[src/adc_cfg_pkg.sv]
package adc_cfg_pkg;
   // Register byte offsets
   localparam logic [7:0] CONVERTER_CONFIGURATION_OFS = 8'h04;
   localparam logic [7:0] STAT_OFS = 8'h08;
   localparam logic [7:0] MASK_OFS = 8'h0c;
   localparam logic [7:0] RES_OFS  = 8'h14;
   localparam logic [7:0] CALV_OFS = 8'h18;
   // Configuration field positions
   localparam int CH_LSB   = 1;
   localparam int REF_LSB  = 4;
   localparam int OSR_LSB  = 6;
   localparam int ATT_LSB  = 8;
   localparam int CONTINUOUS_CONVERSION_BIT = 11;
   localparam int BYP_BIT  = 18;
   localparam int RATE_BIT = 20;
   localparam int MIC_BIT  = 22;
   // Status and mask bit positions
   localparam int CAL_BIT  = 0;
   localparam int EOC_BIT  = 2;
   // Reset values
   localparam logic [2:0] CH_RST   = 3'h6;
   localparam logic [3:0] MASK_RST = 4'hf;
   // Decimation ratios per oversampling code
   localparam logic [7:0] DEC_200 = 8'hc8;
   localparam logic [7:0] DEC_100 = 8'h64;
   localparam logic [7:0] DEC_64  = 8'h40;
   localparam logic [7:0] DEC_32  = 8'h20;
   // Microphone clock timing and bus response codes
   localparam int CLK_HZ      = 40_000_000;
   localparam int PDM_FAST_HZ = 1_600_000;
   localparam int PDM_SLOW_HZ = 800_000;
   localparam logic [5:0] FAST_CYC = 6'(CLK_HZ / PDM_FAST_HZ);
   localparam logic [5:0] SLOW_CYC = 6'(CLK_HZ / PDM_SLOW_HZ);
   localparam logic [1:0] RESP_OK  = 2'h0;
   localparam logic [1:0] RESP_ERR = 2'h2;

   typedef struct packed {
      logic       mic_en;
      logic       rate;
      logic       bypass;
      logic       continuous_conversion;
      logic [1:0] atten;
      logic [1:0] oversampling_ratio_select;
      logic [1:0] ref_sel;
      logic [2:0] chan;
   } converter_configuration_t;

   typedef enum logic [0:0] {
      WR_COLLECT = 1'b0,
      WR_RESP    = 1'b1
   } wr_state_t;
endpackage

[src/adc_cfg_ctrl.sv]
`timescale 1ns/100ps
// Behaviour
// [RL1] Channel field routes converter input, resets shorted
// [RL2] Reference field picks single-ended reference voltage
// [RL3] Oversampling code gives ratio 200/100/64/32
// [RL4] Attenuator field selects 0/6.02/9.54 dB
// [RL5] Continuous bit: single or repeated conversion
// [RL6] Bypass bit routes samples around filter
// [RL7] Bypass picks lower halves, else upper
// [RL8] Software discards 10 or 3 first samples
// [RL9] Software recalibrates after changing bypass
// [RL10] Rate bit: 1.6 or 0.8 MHz clock
// [RL11] Microphone enable drives clock out on GPIO
// [RL12] Done flag sets, clears on status read
// [RL13] Software writes zero to reserved bits
module adc_cfg_ctrl
   import adc_cfg_pkg::*;
(
   input  wire logic        CLOCK_IN,
   input  wire logic        SRST_IN,
   input  wire logic [7:0]  AWADDR_IN,
   input  wire logic        AWVALID_IN,
   output logic             AWREADY_OUT,
   input  wire logic [31:0] WDATA_IN,
   input  wire logic [3:0]  WSTRB_IN,
   input  wire logic        WVALID_IN,
   output logic             WREADY_OUT,
   output logic [1:0]       BRESP_OUT,
   output logic             BVALID_OUT,
   input  wire logic        BREADY_IN,
   input  wire logic [7:0]  ARADDR_IN,
   input  wire logic        ARVALID_IN,
   output logic             ARREADY_OUT,
   output logic [31:0]      RDATA_OUT,
   output logic [1:0]       RRESP_OUT,
   output logic             RVALID_OUT,
   input  wire logic        RREADY_IN,
   input  wire logic        CONV_DONE_IN,
   input  wire logic [15:0] CONV_DATA_IN,
   input  wire logic        CAL_DONE_IN,
   input  wire logic [15:0] CAL_DATA_IN,
   output converter_configuration_t            CONVERTER_CONFIGURATION_OUT,
   output logic [6:1]       SWITCH_OUT,
   output logic [7:0]       DECIM_OUT,
   output logic             PDM_CLOCK_PIN_OUT,
   output logic             PDM_CLOCK_PIN_OE_OUT,
   output logic             IRQ_OUT
);

   // Byte-lane merge of a write into an old word
   function automatic logic [31:0] merge(input logic [31:0] old, input logic [31:0] nw,
                                         input logic [3:0] strb);
      logic [31:0] r;
      r = old;
      for (int i = 0; i < 4; i++) begin
         if (strb[i]) begin
            r[8*i +: 8] = nw[8*i +: 8];
         end
      end
      return r;
   endfunction

   // Configuration as a bus word; reserved bits read zero
   function automatic logic [31:0] converter_configuration_word(input converter_configuration_t c);
      logic [31:0] w;
      w = 32'h0;
      w[CH_LSB +: 3]  = c.chan;
      w[REF_LSB +: 2] = c.ref_sel;
      w[OSR_LSB +: 2] = c.oversampling_ratio_select;
      w[ATT_LSB +: 2] = c.atten;
      w[CONTINUOUS_CONVERSION_BIT]     = c.continuous_conversion;
      w[BYP_BIT]      = c.bypass;
      w[RATE_BIT]     = c.rate;
      w[MIC_BIT]      = c.mic_en;
      return w;
   endfunction

   wr_state_t   wr_state_q, wr_state_d;
   logic        aw_held_q, aw_held_d, w_held_q, w_held_d;
   logic [7:0]  waddr_q, waddr_d;
   logic [31:0] wdata_q, wdata_d;
   logic [3:0]  wstrb_q, wstrb_d;
   logic        awready_q, awready_d, wready_q, wready_d;
   logic        bvalid_q, bvalid_d;
   logic [1:0]  bresp_q, bresp_d;
   logic        do_write;
   logic        arready_q, arready_d, rvalid_q, rvalid_d;
   logic [31:0] rdata_q, rdata_d;
   logic [1:0]  rresp_q, rresp_d;
   logic        stat_rd;
   converter_configuration_t       converter_configuration_q, converter_configuration_d;
   logic [3:0]  stat_q, stat_d, mask_q, mask_d;
   logic [31:0] res_q, res_d, calv_q, calv_d, cw;
   logic [6:1]  sw_q, sw_d;
   logic [7:0]  decim_q, decim_d;
   logic        irq_q, irq_d;
   logic [5:0]  pdm_cnt_q, pdm_cnt_d, period;
   logic        pdm_q, pdm_d, oe_q, oe_d;

   // Write channel: address and data taken in either order
   always_comb begin
      wr_state_d = wr_state_q;
      aw_held_d  = aw_held_q;
      w_held_d   = w_held_q;
      waddr_d    = waddr_q;
      wdata_d    = wdata_q;
      wstrb_d    = wstrb_q;
      bvalid_d   = bvalid_q;
      bresp_d    = bresp_q;
      do_write   = 1'b0;
      if (AWVALID_IN && awready_q) begin
         aw_held_d = 1'b1;
         waddr_d   = AWADDR_IN;
      end
      if (WVALID_IN && wready_q) begin
         w_held_d = 1'b1;
         wdata_d  = WDATA_IN;
         wstrb_d  = WSTRB_IN;
      end
      unique case (wr_state_q)
         WR_COLLECT: begin
            if (aw_held_q && w_held_q) begin
               do_write   = 1'b1;
               aw_held_d  = 1'b0;
               w_held_d   = 1'b0;
               bvalid_d   = 1'b1;
               wr_state_d = WR_RESP;
               bresp_d    = (waddr_q inside {CONVERTER_CONFIGURATION_OFS, STAT_OFS, MASK_OFS, RES_OFS, CALV_OFS})
                            ? RESP_OK : RESP_ERR;
            end
         end
         WR_RESP: begin
            if (BREADY_IN) begin
               bvalid_d   = 1'b0;
               wr_state_d = WR_COLLECT;
            end
         end
      endcase
      awready_d = !aw_held_d && (wr_state_d == WR_COLLECT);
      wready_d  = !w_held_d && (wr_state_d == WR_COLLECT);
   end

   always_ff @(posedge CLOCK_IN) begin
      if (SRST_IN) begin
         wr_state_q <= WR_COLLECT;
         aw_held_q  <= 1'b0;
         w_held_q   <= 1'b0;
         waddr_q    <= 8'h00;
         wdata_q    <= 32'h0;
         wstrb_q    <= 4'h0;
         awready_q  <= 1'b0;
         wready_q   <= 1'b0;
         bvalid_q   <= 1'b0;
         bresp_q    <= RESP_OK;
      end else begin
         wr_state_q <= wr_state_d;
         aw_held_q  <= aw_held_d;
         w_held_q   <= w_held_d;
         waddr_q    <= waddr_d;
         wdata_q    <= wdata_d;
         wstrb_q    <= wstrb_d;
         awready_q  <= awready_d;
         wready_q   <= wready_d;
         bvalid_q   <= bvalid_d;
         bresp_q    <= bresp_d;
      end
   end

   // Read channel: one read in flight, answered a cycle after the address
   always_comb begin
      arready_d = arready_q;
      rvalid_d  = rvalid_q;
      rdata_d   = rdata_q;
      rresp_d   = rresp_q;
      stat_rd   = 1'b0;
      if (ARVALID_IN && arready_q) begin
         arready_d = 1'b0;
         rvalid_d  = 1'b1;
         rresp_d   = RESP_OK;
         unique case (ARADDR_IN)
            CONVERTER_CONFIGURATION_OFS: rdata_d = converter_configuration_word(converter_configuration_q);
            STAT_OFS: begin
               rdata_d = {28'h0, stat_q};
               stat_rd = 1'b1; // RL12
            end
            MASK_OFS: rdata_d = {28'h0, mask_q};
            RES_OFS:  rdata_d = res_q;
            CALV_OFS: rdata_d = calv_q;
            default: begin
               rdata_d = 32'h0;
               rresp_d = RESP_ERR;
            end
         endcase
      end else if (rvalid_q && RREADY_IN) begin
         rvalid_d  = 1'b0;
         arready_d = 1'b1;
      end
   end

   always_ff @(posedge CLOCK_IN) begin
      if (SRST_IN) begin
         arready_q <= 1'b0;
         rvalid_q  <= 1'b0;
         rdata_q   <= 32'h0;
         rresp_q   <= RESP_OK;
      end else begin
         arready_q <= arready_d || (!rvalid_d && !arready_q);
         rvalid_q  <= rvalid_d;
         rdata_q   <= rdata_d;
         rresp_q   <= rresp_d;
      end
   end

   // Register file, event flags and result placement
   always_comb begin
      converter_configuration_d = converter_configuration_q;
      mask_d = mask_q;
      res_d  = res_q;
      calv_d = calv_q;
      stat_d = stat_q;
      cw     = merge(converter_configuration_word(converter_configuration_q), wdata_q, wstrb_q);
      if (do_write) begin
         unique case (waddr_q)
            CONVERTER_CONFIGURATION_OFS: begin
               converter_configuration_d.chan    = cw[CH_LSB +: 3];   // RL1
               converter_configuration_d.ref_sel = cw[REF_LSB +: 2];  // RL2
               converter_configuration_d.oversampling_ratio_select     = cw[OSR_LSB +: 2];  // RL3
               converter_configuration_d.atten   = cw[ATT_LSB +: 2];  // RL4
               converter_configuration_d.continuous_conversion    = cw[CONTINUOUS_CONVERSION_BIT];      // RL5
               converter_configuration_d.bypass  = cw[BYP_BIT];       // RL6
               converter_configuration_d.rate    = cw[RATE_BIT];      // RL10
               converter_configuration_d.mic_en  = cw[MIC_BIT];       // RL11
            end
            STAT_OFS: stat_d = stat_q & ~(wdata_q[3:0] & {4{wstrb_q[0]}});
            MASK_OFS: mask_d = 4'(merge({28'h0, mask_q}, wdata_q, wstrb_q));
            CALV_OFS: calv_d = merge(calv_q, wdata_q, wstrb_q);
            default: ;
         endcase
      end
      // Reading status clears it; a flag raised the same cycle survives
      if (stat_rd) begin
         stat_d = 4'h0; // RL12
      end
      if (CONV_DONE_IN) begin
         stat_d[EOC_BIT] = 1'b1; // RL12
         res_d = converter_configuration_q.bypass ? {16'h0, CONV_DATA_IN} : {CONV_DATA_IN, 16'h0}; // RL7
      end
      if (CAL_DONE_IN) begin
         stat_d[CAL_BIT] = 1'b1;
         calv_d = converter_configuration_q.bypass ? {16'h0, CAL_DATA_IN} : {CAL_DATA_IN, 16'h0}; // RL7
      end
   end

   // Decoded outputs are registered from the next values so they track the fields
   always_comb begin
      unique case (converter_configuration_d.oversampling_ratio_select)
         2'h0: decim_d = DEC_200; // RL3
         2'h1: decim_d = DEC_100;
         2'h2: decim_d = DEC_64;
         2'h3: decim_d = DEC_32;
      endcase
      irq_d = |(stat_d & ~mask_d);
   end

   // One switch group per input code; code zero and seven leave all open
   for (genvar i = 1; i <= 6; i++) begin : g_sw
      assign sw_d[i] = (converter_configuration_d.chan == 3'(i)); // RL1
   end

   always_ff @(posedge CLOCK_IN) begin
      if (SRST_IN) begin
         converter_configuration_q         <= '0;
         converter_configuration_q.chan    <= CH_RST; // RL1
         mask_q         <= MASK_RST;
         stat_q         <= 4'h0;
         res_q          <= 32'h0;
         calv_q         <= 32'h0;
         sw_q           <= 6'h20;
         decim_q        <= DEC_200;
         irq_q          <= 1'b0;
      end else begin
         converter_configuration_q  <= converter_configuration_d;
         mask_q  <= mask_d;
         stat_q  <= stat_d;
         res_q   <= res_d;
         calv_q  <= calv_d;
         sw_q    <= sw_d;
         decim_q <= decim_d;
         irq_q   <= irq_d;
      end
   end

   // Microphone clock divider; odd fast period gives a 12/13 split, not exact 50%
   always_comb begin
      period    = converter_configuration_q.rate ? SLOW_CYC : FAST_CYC; // RL10
      pdm_cnt_d = (pdm_cnt_q >= period - 6'h01) ? 6'h00 : pdm_cnt_q + 6'h01;
      if (!converter_configuration_q.mic_en) begin
         pdm_cnt_d = 6'h00; // RL11
      end
      pdm_d = converter_configuration_q.mic_en && (pdm_cnt_d < (period >> 1)); // RL10
      oe_d  = converter_configuration_q.mic_en; // RL11
   end

   always_ff @(posedge CLOCK_IN) begin
      if (SRST_IN) begin
         pdm_cnt_q <= 6'h00;
         pdm_q     <= 1'b0;
         oe_q      <= 1'b0;
      end else begin
         pdm_cnt_q <= pdm_cnt_d;
         pdm_q     <= pdm_d;
         oe_q      <= oe_d;
      end
   end

   // Output wiring, all from flip-flops
   assign AWREADY_OUT    = awready_q;
   assign WREADY_OUT     = wready_q;
   assign BVALID_OUT     = bvalid_q;
   assign BRESP_OUT      = bresp_q;
   assign ARREADY_OUT    = arready_q;
   assign RVALID_OUT     = rvalid_q;
   assign RDATA_OUT      = rdata_q;
   assign RRESP_OUT      = rresp_q;
   assign CONVERTER_CONFIGURATION_OUT       = converter_configuration_q;
   assign SWITCH_OUT     = sw_q;
   assign DECIM_OUT      = decim_q;
   assign PDM_CLOCK_PIN_OUT    = pdm_q;
   assign PDM_CLOCK_PIN_OE_OUT = oe_q;
   assign IRQ_OUT        = irq_q;

   // Checks on the field decode, reset values, data placement and done flag
   a_chan_open: assert property (@(posedge CLOCK_IN) disable iff (SRST_IN) // RL1
      (converter_configuration_q.chan == 3'h0) |-> (SWITCH_OUT == 6'h00))
      else $error("Switch closed with channel code zero");
   a_ref_reset: assert property (@(posedge CLOCK_IN) // RL2
      $fell(SRST_IN) |-> (converter_configuration_q.ref_sel == 2'h0 && converter_configuration_q.chan == CH_RST))
      else $error("Reference or channel wrong after reset");
   a_decim_ratio: assert property (@(posedge CLOCK_IN) disable iff (SRST_IN) // RL3
      (converter_configuration_q.oversampling_ratio_select == 2'h3) |-> (DECIM_OUT == 8'h20))
      else $error("Decimation ratio not 32");
   a_continuous_conversion_write: assert property (@(posedge CLOCK_IN) disable iff (SRST_IN) // RL5
      (do_write && waddr_q == CONVERTER_CONFIGURATION_OFS && wstrb_q[1]) |=> (converter_configuration_q.continuous_conversion == $past(wdata_q[11])))
      else $error("Continuous bit not written");
   a_bypass_write: assert property (@(posedge CLOCK_IN) disable iff (SRST_IN) // RL6
      (do_write && waddr_q == CONVERTER_CONFIGURATION_OFS && wstrb_q[2]) |=> (converter_configuration_q.bypass == $past(wdata_q[18])))
      else $error("Bypass bit not written");
   a_result_half: assert property (@(posedge CLOCK_IN) disable iff (SRST_IN) // RL7
      (CONV_DONE_IN && !converter_configuration_q.bypass) |=> (res_q == {$past(CONV_DATA_IN), 16'h0}))
      else $error("Filtered result not in upper half");
   a_pdm_rate: assert property (@(posedge CLOCK_IN) disable iff (SRST_IN) // RL10
      ($rose(PDM_CLOCK_PIN_OUT) && !converter_configuration_q.rate && $stable(converter_configuration_q)) |-> PDM_CLOCK_PIN_OUT[*8])
      else $error("Fast microphone clock high phase too short");
   a_pdm_off: assert property (@(posedge CLOCK_IN) disable iff (SRST_IN) // RL11
      !converter_configuration_q.mic_en |=> (!PDM_CLOCK_PIN_OE_OUT && !PDM_CLOCK_PIN_OUT))
      else $error("Microphone clock driven while disabled");
   a_done_flag: assert property (@(posedge CLOCK_IN) disable iff (SRST_IN) // RL12
      CONV_DONE_IN |=> stat_q[2])
      else $error("Conversion done flag not set");
endmodule

[config.mk]
export PLATFORM = sky130hd
export DESIGN_NAME = adc_cfg_ctrl
export DESIGN_NICKNAME = d
export VERILOG_FILES = /design/src/adc_cfg_pkg.sv /design/src/adc_cfg_ctrl.sv
export SDC_FILE = /design/constraint.sdc
export NUM_CORES = 1
export LEC_CHECK = 0
export BUFFER_PORTS_ARGS = -buffer_cell sky130_fd_sc_hd__buf_2
export CELL_PAD_IN_SITES_DETAIL_PLACEMENT = 0
export CELL_PAD_IN_SITES_GLOBAL_PLACEMENT = 1
export CORE_MARGIN = 5
export CORE_UTILIZATION = 43
export DETAILED_ROUTE_END_ITERATION = 6
export GPL_TIMING_DRIVEN = 1
export HOLD_SLACK_MARGIN = 0.03
export PLACE_DENSITY_LB_ADDON = 0.1
export SYNTH_ARGS = -nofsm -noshare
export SYNTH_HDL_FRONTEND = slang
export SYNTH_SLANG_ARGS = --single-unit
export TNS_END_PERCENT = 20
[constraint.sdc]
create_clock -name CLOCK_IN -period 5.9 [get_ports CLOCK_IN]
set_clock_uncertainty 0.05 [all_clocks]
set_input_delay 1.18 -clock CLOCK_IN [delete_from_list [all_inputs] [get_ports CLOCK_IN]]
set_output_delay 1.18 -clock CLOCK_IN [all_outputs]
set_load 0.01 [all_outputs]
### Yosys cells after proc, flatten, opt, wreduce, memory -nomap -nowiden

Cells that the tools add are included.

* add/sub/neg operators: 2
* $lt $le $gt $ge: 2
* eq/ne operators: 21
* multiplexer cells: 46
* bitwise operators: 7
* reductions and logical operators: 33

Operators by type and width (number)
* $mux W32: 5
* $pmux W32 S5: 1
* $mux W8: 5
* $eq A8 B4 Y1 const B: 4
* $eq A8 B5 Y1 const B: 4
* $pmux W8 S4: 1
* $mux W4: 6
* $reduce_and A3 Y1: 7
* $mux W1: 19
* $mux W6: 3
* $eq A8 B3 Y1 const B: 2
* $mux W7: 2
* $and A4 B4 Y4: 3
* $reduce_bool A2 Y1: 6
* $eq A3 B3 Y1 const B: 3
* $logic_and A1 B1 Y1: 9
* $not A4 Y4: 2
* $add A6 B1 Y6 const B: 1
* $eq A3 B2 Y1 const B: 2
* $ge A6 B6 Y1: 1
* $lt A6 B5 Y1: 1
* $sub A6 B1 Y6 const B: 1
* $reduce_bool A5 Y1: 1
* $reduce_or A5 Y1: 1
* other kinds (12): 21

* bits in registers: 196

### Longest topological paths before layout

Gate-level depths: netlist of the first run.

* depth after elaboration: 9
* depth in mapped cells: 11

### Worst setup path after synthesis of the first run

No wires, ideal clock.

* path kind: in2reg
* start point: input port ARADDR_IN[0]
* end point: register rdata_q[3], in the netlist RDATA_OUT[3]
* setup time: 0.086 ns
* data arrival time: 2.674 ns
* path slack: 3.091 ns
* stages on the path: 8
* cell sequence: nor4_2 and2_1 clkbuf_1 and3_1 buf_2 buf_2 a22oi_1 a211oi_1

* longest elaborated chain between the ends: 2
* elaborated cells on any way between the ends: 6
* those cells by class: eq/ne (5); mux (1)

RTL lines
* from (decl): line adc_cfg_ctrl.sv:31 `input wire logic [7:0] ARADDR_IN,`
* $eq A8 B5 Y1 (tied with other cells): line adc_cfg_ctrl.sv:180 `unique case (ARADDR_IN)`
* $pmux W32 S5 (*): line adc_cfg_ctrl.sv:180
* to (signal assigned): line adc_cfg_ctrl.sv:209 `rdata_q <= rdata_d;`
* to (decl): line adc_cfg_ctrl.sv:88 `logic [31:0] rdata_q, rdata_d;`

Every way passes the cells marked *; elsewhere a longest branch is shown, timed or not.
A chain may end at the register's enable or synchronous reset.

### Worst setup path after layout of the first run

Same ends and word-level chain as after synthesis.

==> flow_metrics.env, run 1 <==
export IMPL_fin_cells=1281
export IMPL_cp_start_kind="input pin"
export IMPL_period_needed_ns=3.38
export IMPL_coreArea_um2=17900
export IMPL_final_core_util=0.515
export IMPL_yosysSeqAreaShare=0.486
export IMPL_initial_utilization=0.435
export IMPL_cts_htree_levels=4
export IMPL_num_rows=49
export IMPL_clock_latency_ns=0.43
export IMPL_period_share=0.573
export IMPL_dpl_cell_count=1249
export IMPL_n_antenna_cell=0
export IMPL_antenna_found_initial=1
export IMPL_dpl_hpwl_um=15400
export IMPL_drt_pass1_iterations=5
export IMPL_post_drt_wl_per_cell_um=16.7
export IMPL_placed_area_um2=8600
export IMPL_crit_arrival_ns=3.68
export IMPL_place_gp_congestion=0.809
export IMPL_vdd_drop_max_mv=0.187
export IMPL_layout_drive_gt1_share=0.194
export IMPL_synth_edff_count=0
export IMPL_netlist_area_um2=7780
export IMPL_synthFlopType="dfxtp_1"
export IMPL_cts_resized=0
export IMPL_viasPerCell=5.14
export IMPL_crit_fanout=32
export IMPL_synth_seq_cells=189
export IMPL_tightest_slew_ns=1.26
export IMPL_drt_total_wl_um=21400
export IMPL_setup_viol=0
export IMPL_holdBufCountCts=0
export IMPL_grt_overflow_total=0
export IMPL_crit_slowest_cell="and3_1"
export IMPL_syn_inst=924
export IMPL_final_common_cell="dfxtp_1"
export IMPL_clockBufferDepth=2
export IMPL_fin_setup_tns_ns=0
export IMPL_die_y_um=145
export IMPL_power_density_nw_per_um2=298
export IMPL_ant_nets=0
export IMPL_cap_violations=0
export IMPL_cts_tree="done"
export IMPL_syn_avg_cell_area_um2=8.42
export IMPL_cts_root_buffer="clkbuf_16"
export IMPL_grtUsageTotal=0.209
export IMPL_portBuffers=158
export IMPL_hold_viol=0
export IMPL_clkTransAtPathRegs_ns=0.07
export IMPL_syn2layout_area_growth_pct=18.4
export IMPL_rsz0062_at_grt="no"
export IMPL_cp_cell_sequence="buf_2, nor4_2, and2_1, and3_1, a22oi_1, a211oi_1"
export IMPL_ys_async_sr_fraction=0
export IMPL_holdWs_ns=0.398
export IMPL_final_cell_mix="189 x dfxtp_1, 157 x buf_2, 131 x nand2_1"
export IMPL_grt_pass1_wl_um=34000
export IMPL_min_path_type="flip-flop to flip-flop"
export IMPL_dieArea_um2=20900
export IMPL_p_leak_nw=3.63
export IMPL_ys_warn_count=0
export IMPL_slowest_delay_ns=1.04
export IMPL_numCtsBuffers=17
export IMPL_slew_viol_final=0
export IMPL_grt_max_degree=94
export IMPL_status="complete, no violations"
export IMPL_first_global_vias=6142
export IMPL_worstSetupPathType="input pin to flip-flop"
export IMPL_cp_end_kind="flip-flop"
export IMPL_stdcell_area_um2=9210
export IMPL_vias=6583
export IMPL_nets=1138
export IMPL_die_x_um=145
export IMPL_num_io_pins=164
export IMPL_synth_cell_type_count=55
export IMPL_required_ns=6.20
export IMPL_relSlewSlack=0.162
export IMPL_first_iter_violations=555
export IMPL_cts_sinks=189
export IMPL_fmax_mhz=296
export IMPL_cts_setup_buffers=0
export IMPL_drcViolationCount=0
## cells in the mapped netlist (4+ instances only)
cell type / count / area share
a211oi_1: 35 / 0.034
a21o_1: 5 / 0.0048
a21oi_1: 128 / 0.082
a22o_1: 5 / 0.0056
a22oi_1: 42 / 0.041
and2_1: 10 / 0.0080
buf_1: 10 / 0.0048
buf_2: 10 / 0.0064
buf_4: 12 / 0.012
clkbuf_1: 39 / 0.019
dfxtp_1: 189 / 0.49
ha_1: 6 / 0.0096
inv_1: 11 / 0.0053
mux2i_1: 7 / 0.0090
nand2_1: 131 / 0.063
nand2b_1: 6 / 0.0048
nand3_1: 13 / 0.0084
nand3b_1: 6 / 0.0058
nand4_1: 4 / 0.0032
nor2_1: 88 / 0.042
nor2b_1: 76 / 0.061
nor3_1: 5 / 0.0032
o21ai_0: 34 / 0.022
## area by class of cell
| cell class | instances | area, µm² |
|---|---|---|
| Clock inverter | 11 | 165 |
| Tap cell | 229 | 287 |
| Multi-Input combinational cell | 656 | 3650 |
| Fill cell | 1788 | 8690 |
| Sequential cell | 189 | 3780 |
| Inverter | 11 | 41.3 |
| Timing Repair Buffer | 164 | 838 |
| Clock buffer | 21 | 450 |
## critical path, delay by kind of cell
kind / cells / cell delay (ns)
buffers and inverters: 1 / 0.10
AND/OR/NAND/NOR: 3 / 1.87
AO/OA/AOI/OAI: 2 / 0.53
## registers in the layout, summed over array words and instances (netlist names), 6 cells and up
signal / count
wdata_q: 32
RDATA_OUT: 32
res_q: 32
waddr_q: 8
calv_q: 32
pdm_cnt_q: 6
CONVERTER_CONFIGURATION_OUT: 11
SWITCH_OUT: 6
## path summary, 6_finish.rpt
path                       end  depth (start not counted)  slack, ns           from
max               RDATA_OUT[3]                          6       2.52   ARADDR_IN[0]
min              RDATA_OUT[15]                          2       0.40  RDATA_OUT[15]
min reg2reg      RDATA_OUT[15]                          2       0.40  RDATA_OUT[15]
max reg2reg  PDM_CLOCK_PIN_OUT                         11       2.96   pdm_cnt_q[0]
## report_power, final
group	total, mW	switching (mW)	internal (mW)
Sequential	1.35	0.0324	1.32
Combinational	0.187	0.114	0.0725
Clock	1.21	0.490	0.720
Total	2.75	0.636	2.11
## through the flow
stage                     worst slack, ns  power [mW]
after floorplan                      3.09        1.49
after detailed placement             2.07        1.57
after global routing                 2.21        2.86
final                                2.52        2.75
after CTS                            2.50        2.77
after global placement               2.12        1.56
## cell families (layout without fill, tap and decap cells)
family                     count (synthesis)  count (layout)  synth area share
and+or+nand+nor                          365             365             0.230
buffers and inverters                     83             207            0.0484
other                                      1               5          0.000482
muxes                                      8               8            0.0119
xor gates and xnor gates                   5               5           0.00563
adders and majority gates                  6               6           0.00965
AOI/OAI and AO/OA                        267             267             0.208
DFF                                      189             189             0.486
## routing by layer
layer / vias to the layer above / global-route usage / share of wire
met2: 166 / 0.283 / 0.40
met1: 2979 / 0.333 / 0.53
met5: - / 0 / 0.00051
li1: 3419 / - / -
met3: 17 / 0.0437 / 0.056
met4: 2 / 0.0535 / 0.010
Power figures use the tool's default switching activity.
==> run 2: changes to the inputs <==
--- a/config.mk
+++ b/config.mk
@@ -9,7 +9,7 @@
 export CELL_PAD_IN_SITES_DETAIL_PLACEMENT = 0
 export CELL_PAD_IN_SITES_GLOBAL_PLACEMENT = 1
 export CORE_MARGIN = 5
-export CORE_UTILIZATION = 43
+export CORE_UTILIZATION = 40
 export DETAILED_ROUTE_END_ITERATION = 6
 export GPL_TIMING_DRIVEN = 1
 export HOLD_SLACK_MARGIN = 0.03
==> constraint.sdc (replaced) <==
create_clock -name CLOCK_IN -period 3.4 [get_ports CLOCK_IN]
set_clock_uncertainty 0.05 [all_clocks]
set_input_delay 0.68 -clock CLOCK_IN [delete_from_list [all_inputs] [get_ports CLOCK_IN]]
set_output_delay 0.68 -clock CLOCK_IN [all_outputs]
set_load 0.01 [all_outputs]
==> flow_metrics.env, run 2 (synthesized netlist as in run 1, its figures left out) <==
export IMPL_intPower_mw=3.43
export IMPL_clockBufferDepth=2
export IMPL_min_path_type="flip-flop to flip-flop"
export IMPL_ant_nets=0
export IMPL_vdd_drop_max_mv=0.321
export IMPL_hold_viol=0
export IMPL_layout_drive_gt1_share=0.201
export IMPL_relSlewSlack=0.389
export IMPL_crit_arrival_ns=3.23
export IMPL_power_density_nw_per_um2=493
export IMPL_slew_viol_final=0
export IMPL_die_x_um=149
export IMPL_cts_tree="done"
export IMPL_combinationalPowerShare=0.072
export IMPL_crit_fanout=8
export IMPL_period_share=0.873
export IMPL_p_total_mw=4.57
export IMPL_cts_resized=0
export IMPL_cts_htree_levels=4
export IMPL_die_y_um=149
export IMPL_antenna_found_initial=4
export IMPL_cap_violations=0
export IMPL_syn2layout_area_growth_pct=19.0
export IMPL_required_ns=3.66
export IMPL_p_seq_frac=0.513
export IMPL_multi_input_area_um2=3650
export IMPL_fin_setup_tns_ns=0
export IMPL_final_cell_mix="189 x dfxtp_1, 157 x buf_2, 131 x nand2_1"
export IMPL_cts_sinks=189
export IMPL_initial_utilization=0.403
export IMPL_drt_pass1_iterations=5
export IMPL_clkTransAtPathRegs_ns=0.07
export IMPL_nets=1144
export IMPL_final_common_cell="dfxtp_1"
export IMPL_clock_latency_ns=0.43
export IMPL_coreArea_um2=19300
export IMPL_holdBufCountCts=0
export IMPL_pwr_share_clk=0.415
export IMPL_grt_pass1_wl_um=35100
export IMPL_drcViolationCount=0
export IMPL_grt_max_degree=65
export IMPL_grtUsageTotal=0.201
export IMPL_first_iter_violations=341
export IMPL_rrSetupSlack_ns=0.43
export IMPL_fmax_mhz=337
export IMPL_switchingPower_mw=1.13
export IMPL_post_drt_wl_per_cell_um=17.0
export IMPL_switching_share=0.248
export IMPL_viasPerCell=5.00
export IMPL_vias=6625
export IMPL_fillCellCount=1991
export IMPL_regArea_um2=3780
export IMPL_place_gp_congestion=0.863
export IMPL_status="complete, no violations"
export IMPL_p_leak_nw=3.64
export IMPL_drt_total_wl_um=22500
export IMPL_numCtsBuffers=17
export IMPL_cp_end_kind="flip-flop"
export IMPL_portBuffers=158
export IMPL_cp_start_kind="flip-flop"
export IMPL_dieArea_um2=22300
export IMPL_grt_overflow_total=0
export IMPL_period_needed_ns=2.97
export IMPL_first_global_vias=6168
export IMPL_num_io_pins=164
export IMPL_rsz0062_at_grt="no"
export IMPL_cts_root_buffer="clkbuf_16"
export IMPL_num_rows=51
export IMPL_worstSetupPathType="flip-flop to flip-flop"
export IMPL_setup_viol=0
export IMPL_dpl_hpwl_um=16200
export IMPL_tightest_slew_ns=0.911
export IMPL_cts_setup_buffers=0
run 2: cell types whose count changed in the layout (fill, tap and decap cells not counted):
cell,before,now
buf_4,7,13
bufinv_16,4,0
clkbuf_1,3,0
clkbuf_8,1,4
clkinv_4,1,3
diode_2,0,2
inv_6,1,3
clkinv_2,4,3
clkinvlp_4,1,2
nor2_2,1,0
nor2_4,0,1
run 2: layout make-up:
cell class | count | share of cell area
diodes | 2 | 0.000541
well taps | 265 | 0.0358
clock inverters | 11 | 0.00892
flip-flops and latches | 189 | 0.409
clock buffers | 21 | 0.0519
repair buffers | 170 | 0.0954
multi-input cells | 656 | 0.394
inverters | 11 | 0.00446
run 2: per-stage QoR:
| stage | setup slack, ns | instances | hold slack [ns] | util | instance area (µm²) |
|---|---|---|---|---|---|
| 2_1_floorplan | 0.703 | 928 | 0.376 | - | 7800 |
| 3_3_place_gp | 0.585 | 1291 | 0.380 | 0.449 | 8690 |
| 3_5_place_dp | 0.481 | 1291 | 0.388 | 0.449 | 8690 |
| 4_1_cts | 0.456 | 1323 | 0.403 | 0.479 | 9250 |
| 5_1_grt | 0.193 | 1324 | 0.418 | 0.479 | 9260 |
| 6_report | 0.430 | 1325 | 0.399 | 0.479 | 9260 |
run 2: critical path: stages (launching register included):
cell,delay (ns)
dfxtp_1,0.49
ha_1,0.28
or4b_2,0.66
a21oi_1,0.16
o21ai_0,0.27
nor2_1,0.19
ha_1,0.14
a21oi_1,0.07
o31ai_1,0.21
a21oi_1,0.10
o31a_1,0.24
run 2: routing by layer:
layer	part of all wire	track usage
met1	0.52	0.322
met2	0.40	0.268
met3	0.062	0.0463
met4	0.011	0.0517
met5	0.0015	0
run 2: worst paths after layout:
check | start | to | depth (start not counted)
max | CONVERTER_CONFIGURATION_OUT[11] | PDM_CLOCK_PIN_OUT | 10
min | wdata_q[25] | wdata_q[25] | 2
max reg2reg | CONVERTER_CONFIGURATION_OUT[11] | PDM_CLOCK_PIN_OUT | 10
min reg2reg | wdata_q[25] | wdata_q[25] | 2
run 2: power by group through the flow:
stage / sequential, mW / combinational (mW) / clock (mW)
6_report: 2.34 / 0.329 / 1.90
5_1_grt: 2.35 / 0.370 / 2.05
4_1_cts: 2.34 / 0.333 / 1.94
3_5_place_dp: 2.39 / 0.332 / 0
3_3_place_gp: 2.39 / 0.332 / 0
2_1_floorplan: 2.37 / 0.212 / 0
==> run 3: changes to the inputs <==
--- a/config.mk
+++ b/config.mk
@@ -9,7 +9,8 @@
 export CELL_PAD_IN_SITES_DETAIL_PLACEMENT = 0
 export CELL_PAD_IN_SITES_GLOBAL_PLACEMENT = 1
 export CORE_MARGIN = 5
-export CORE_UTILIZATION = 40
+export CORE_UTILIZATION = 42
+export CTS_BUF_LIST = sky130_fd_sc_hd__clkbuf_8
 export DETAILED_ROUTE_END_ITERATION = 6
 export GPL_TIMING_DRIVEN = 1
 export HOLD_SLACK_MARGIN = 0.03
==> flow_metrics.env, run 3 (synthesized netlist as in run 1, its figures left out) <==
export IMPL_holdCritStartpoint="WDATA_IN[25]"
export IMPL_crit_arrival_ns=3.24
export IMPL_drt_pass1_iterations=5
export IMPL_numCtsBuffers=17
export IMPL_clock_latency_ns=0.46
export IMPL_p_leak_nw=3.57
export IMPL_drcViolationCount=0
export IMPL_grt_busiest_layer="met1"
export IMPL_die_y_um=146
export IMPL_slew_viol_final=0
export IMPL_coreArea_um2=18100
export IMPL_combinationalPowerShare=0.078
export IMPL_place_gp_congestion=0.811
export IMPL_n_antenna_cell=0
export IMPL_pwr_share_clk=0.371
export IMPL_final_cell_mix="189 x dfxtp_1, 157 x buf_2, 131 x nand2_1"
export IMPL_required_ns=3.70
export IMPL_vdd_drop_max_mv=0.238
export IMPL_switching_share=0.251
export IMPL_regArea_um2=3780
export IMPL_dpl_hpwl_um=15700
export IMPL_first_global_vias=6316
export IMPL_grtUsageTotal=0.204
export IMPL_vias=6676
export IMPL_cts_htree_levels=4
export IMPL_ant_nets=0
export IMPL_post_drt_wl_per_cell_um=17.2
export IMPL_stdcell_area_um2=9070
export IMPL_syn2layout_area_growth_pct=16.5
export IMPL_relSlewSlack=0.215
export IMPL_die_x_um=146
export IMPL_placed_area_um2=8650
export IMPL_period_needed_ns=2.94
export IMPL_grt_use_met2=0.273
export IMPL_switchingPower_mw=1.07
export IMPL_cp_start_kind="flip-flop"
export IMPL_setup_viol=0
export IMPL_fmax_mhz=340
export IMPL_viasPerCell=5.19
export IMPL_cts_tree="done"
export IMPL_met3_usage=0.0524
export IMPL_crit_fanout=8
export IMPL_multi_input_area_um2=3650
export IMPL_antenna_found_initial=3
export IMPL_grt_pass1_wl_um=35200
export IMPL_initial_utilization=0.430
export IMPL_tightest_slew_ns=1.18
export IMPL_p_seq_frac=0.551
export IMPL_cp_end_kind="flip-flop"
export IMPL_grt_overflow_total=0
export IMPL_num_io_pins=164
export IMPL_worstSetupPathType="flip-flop to flip-flop"
export IMPL_num_rows=49
export IMPL_cts_sinks=189
export IMPL_fillCellCount=1807
export IMPL_portBuffers=158
export IMPL_dieArea_um2=21400
export IMPL_r2r_start="CONVERTER_CONFIGURATION_OUT[11]"
export IMPL_nets=1143
export IMPL_grt_max_degree=134
export IMPL_holdBufCountCts=0
export IMPL_power_density_nw_per_um2=469
export IMPL_drt_total_wl_um=22200
export IMPL_cp_startpoint="CONVERTER_CONFIGURATION_OUT[11]"
export IMPL_layout_drive_gt1_share=0.201
export IMPL_intPower_mw=3.18
export IMPL_status="complete, no violations"
export IMPL_cts_resized=0
export IMPL_clkTransAtPathRegs_ns=0.09
export IMPL_first_iter_violations=416
export IMPL_rsz0062_at_grt="no"
export IMPL_grtUsageMet1=0.323
export IMPL_min_path_type="input pin to flip-flop"
export IMPL_period_share=0.865
export IMPL_clockBufferDepth=2
export IMPL_fin_setup_tns_ns=0
export IMPL_cts_setup_buffers=0
export IMPL_final_common_cell="dfxtp_1"
export IMPL_cap_violations=0
export IMPL_hold_viol=0
export IMPL_cts_root_buffer="clkbuf_8"
## run 3: worst paths after layout
path / endpoint / cells after the start / slack [ns]
max: PDM_CLOCK_PIN_OUT / 10 / 0.46
min: wdata_q[25] / 3 / 0.40
max reg2reg: PDM_CLOCK_PIN_OUT / 10 / 0.46
min reg2reg: RDATA_OUT[14] / 2 / 0.40
## run 3: worst max-delay path, stage by stage, from the launching register on
cell and delay, ns:
dfxtp_1 0.52, ha_1 0.29, or4b_2 0.67, a21oi_1 0.16, o21ai_0 0.23, nor2_1 0.17
ha_1 0.13, inv_1 0.04, o31ai_1 0.22, a21oi_1 0.10, o31a_1 0.25
## run 3: stage by stage
| step | cells | power, mW | worst slack (ns) | util | hold slack [ns] |
|---|---|---|---|---|---|
| detailed placement | 1254 | 2.72 | 0.502 | 0.478 | 0.388 |
| CTS | 1286 | 4.29 | 0.444 | 0.501 | 0.374 |
| finish | 1286 | 4.25 | 0.457 | 0.501 | 0.400 |
| global route | 1286 | 4.43 | 0.194 | 0.501 | 0.367 |
| global placement | 1254 | 2.72 | 0.576 | 0.478 | 0.382 |
| floorplan | 928 | 2.58 | 0.703 | - | 0.376 |
## run 3: final cells by class
| class | count | share of cell area |
|---|---|---|
| tap | 229 | 0.0316 |
| clock buffer | 19 | 0.0288 |
| inverter | 11 | 0.00455 |
| clock inverter | 13 | 0.0177 |
| sequential | 189 | 0.417 |
| timing repair buffer | 169 | 0.0980 |
| multi-input combinational | 656 | 0.402 |
## run 3: power groups by stage
stage               sequential, mW  clock (mW)  combinational, mW
finish                        2.34        1.58              0.332
global route                  2.35        1.71              0.372
CTS                           2.34        1.61              0.334
detailed placement            2.39           0              0.333
global placement              2.39           0              0.333
floorplan                     2.37           0              0.212
## run 3: per-layer routing
| metal | part of all wire | routed length, µm |
|---|---|---|
| met5 | 0.0013 | 28 |
| met4 | 0.012 | 268 |
| met3 | 0.057 | 1270 |
| met2 | 0.39 | 8700 |
| met1 | 0.54 | 11900 |
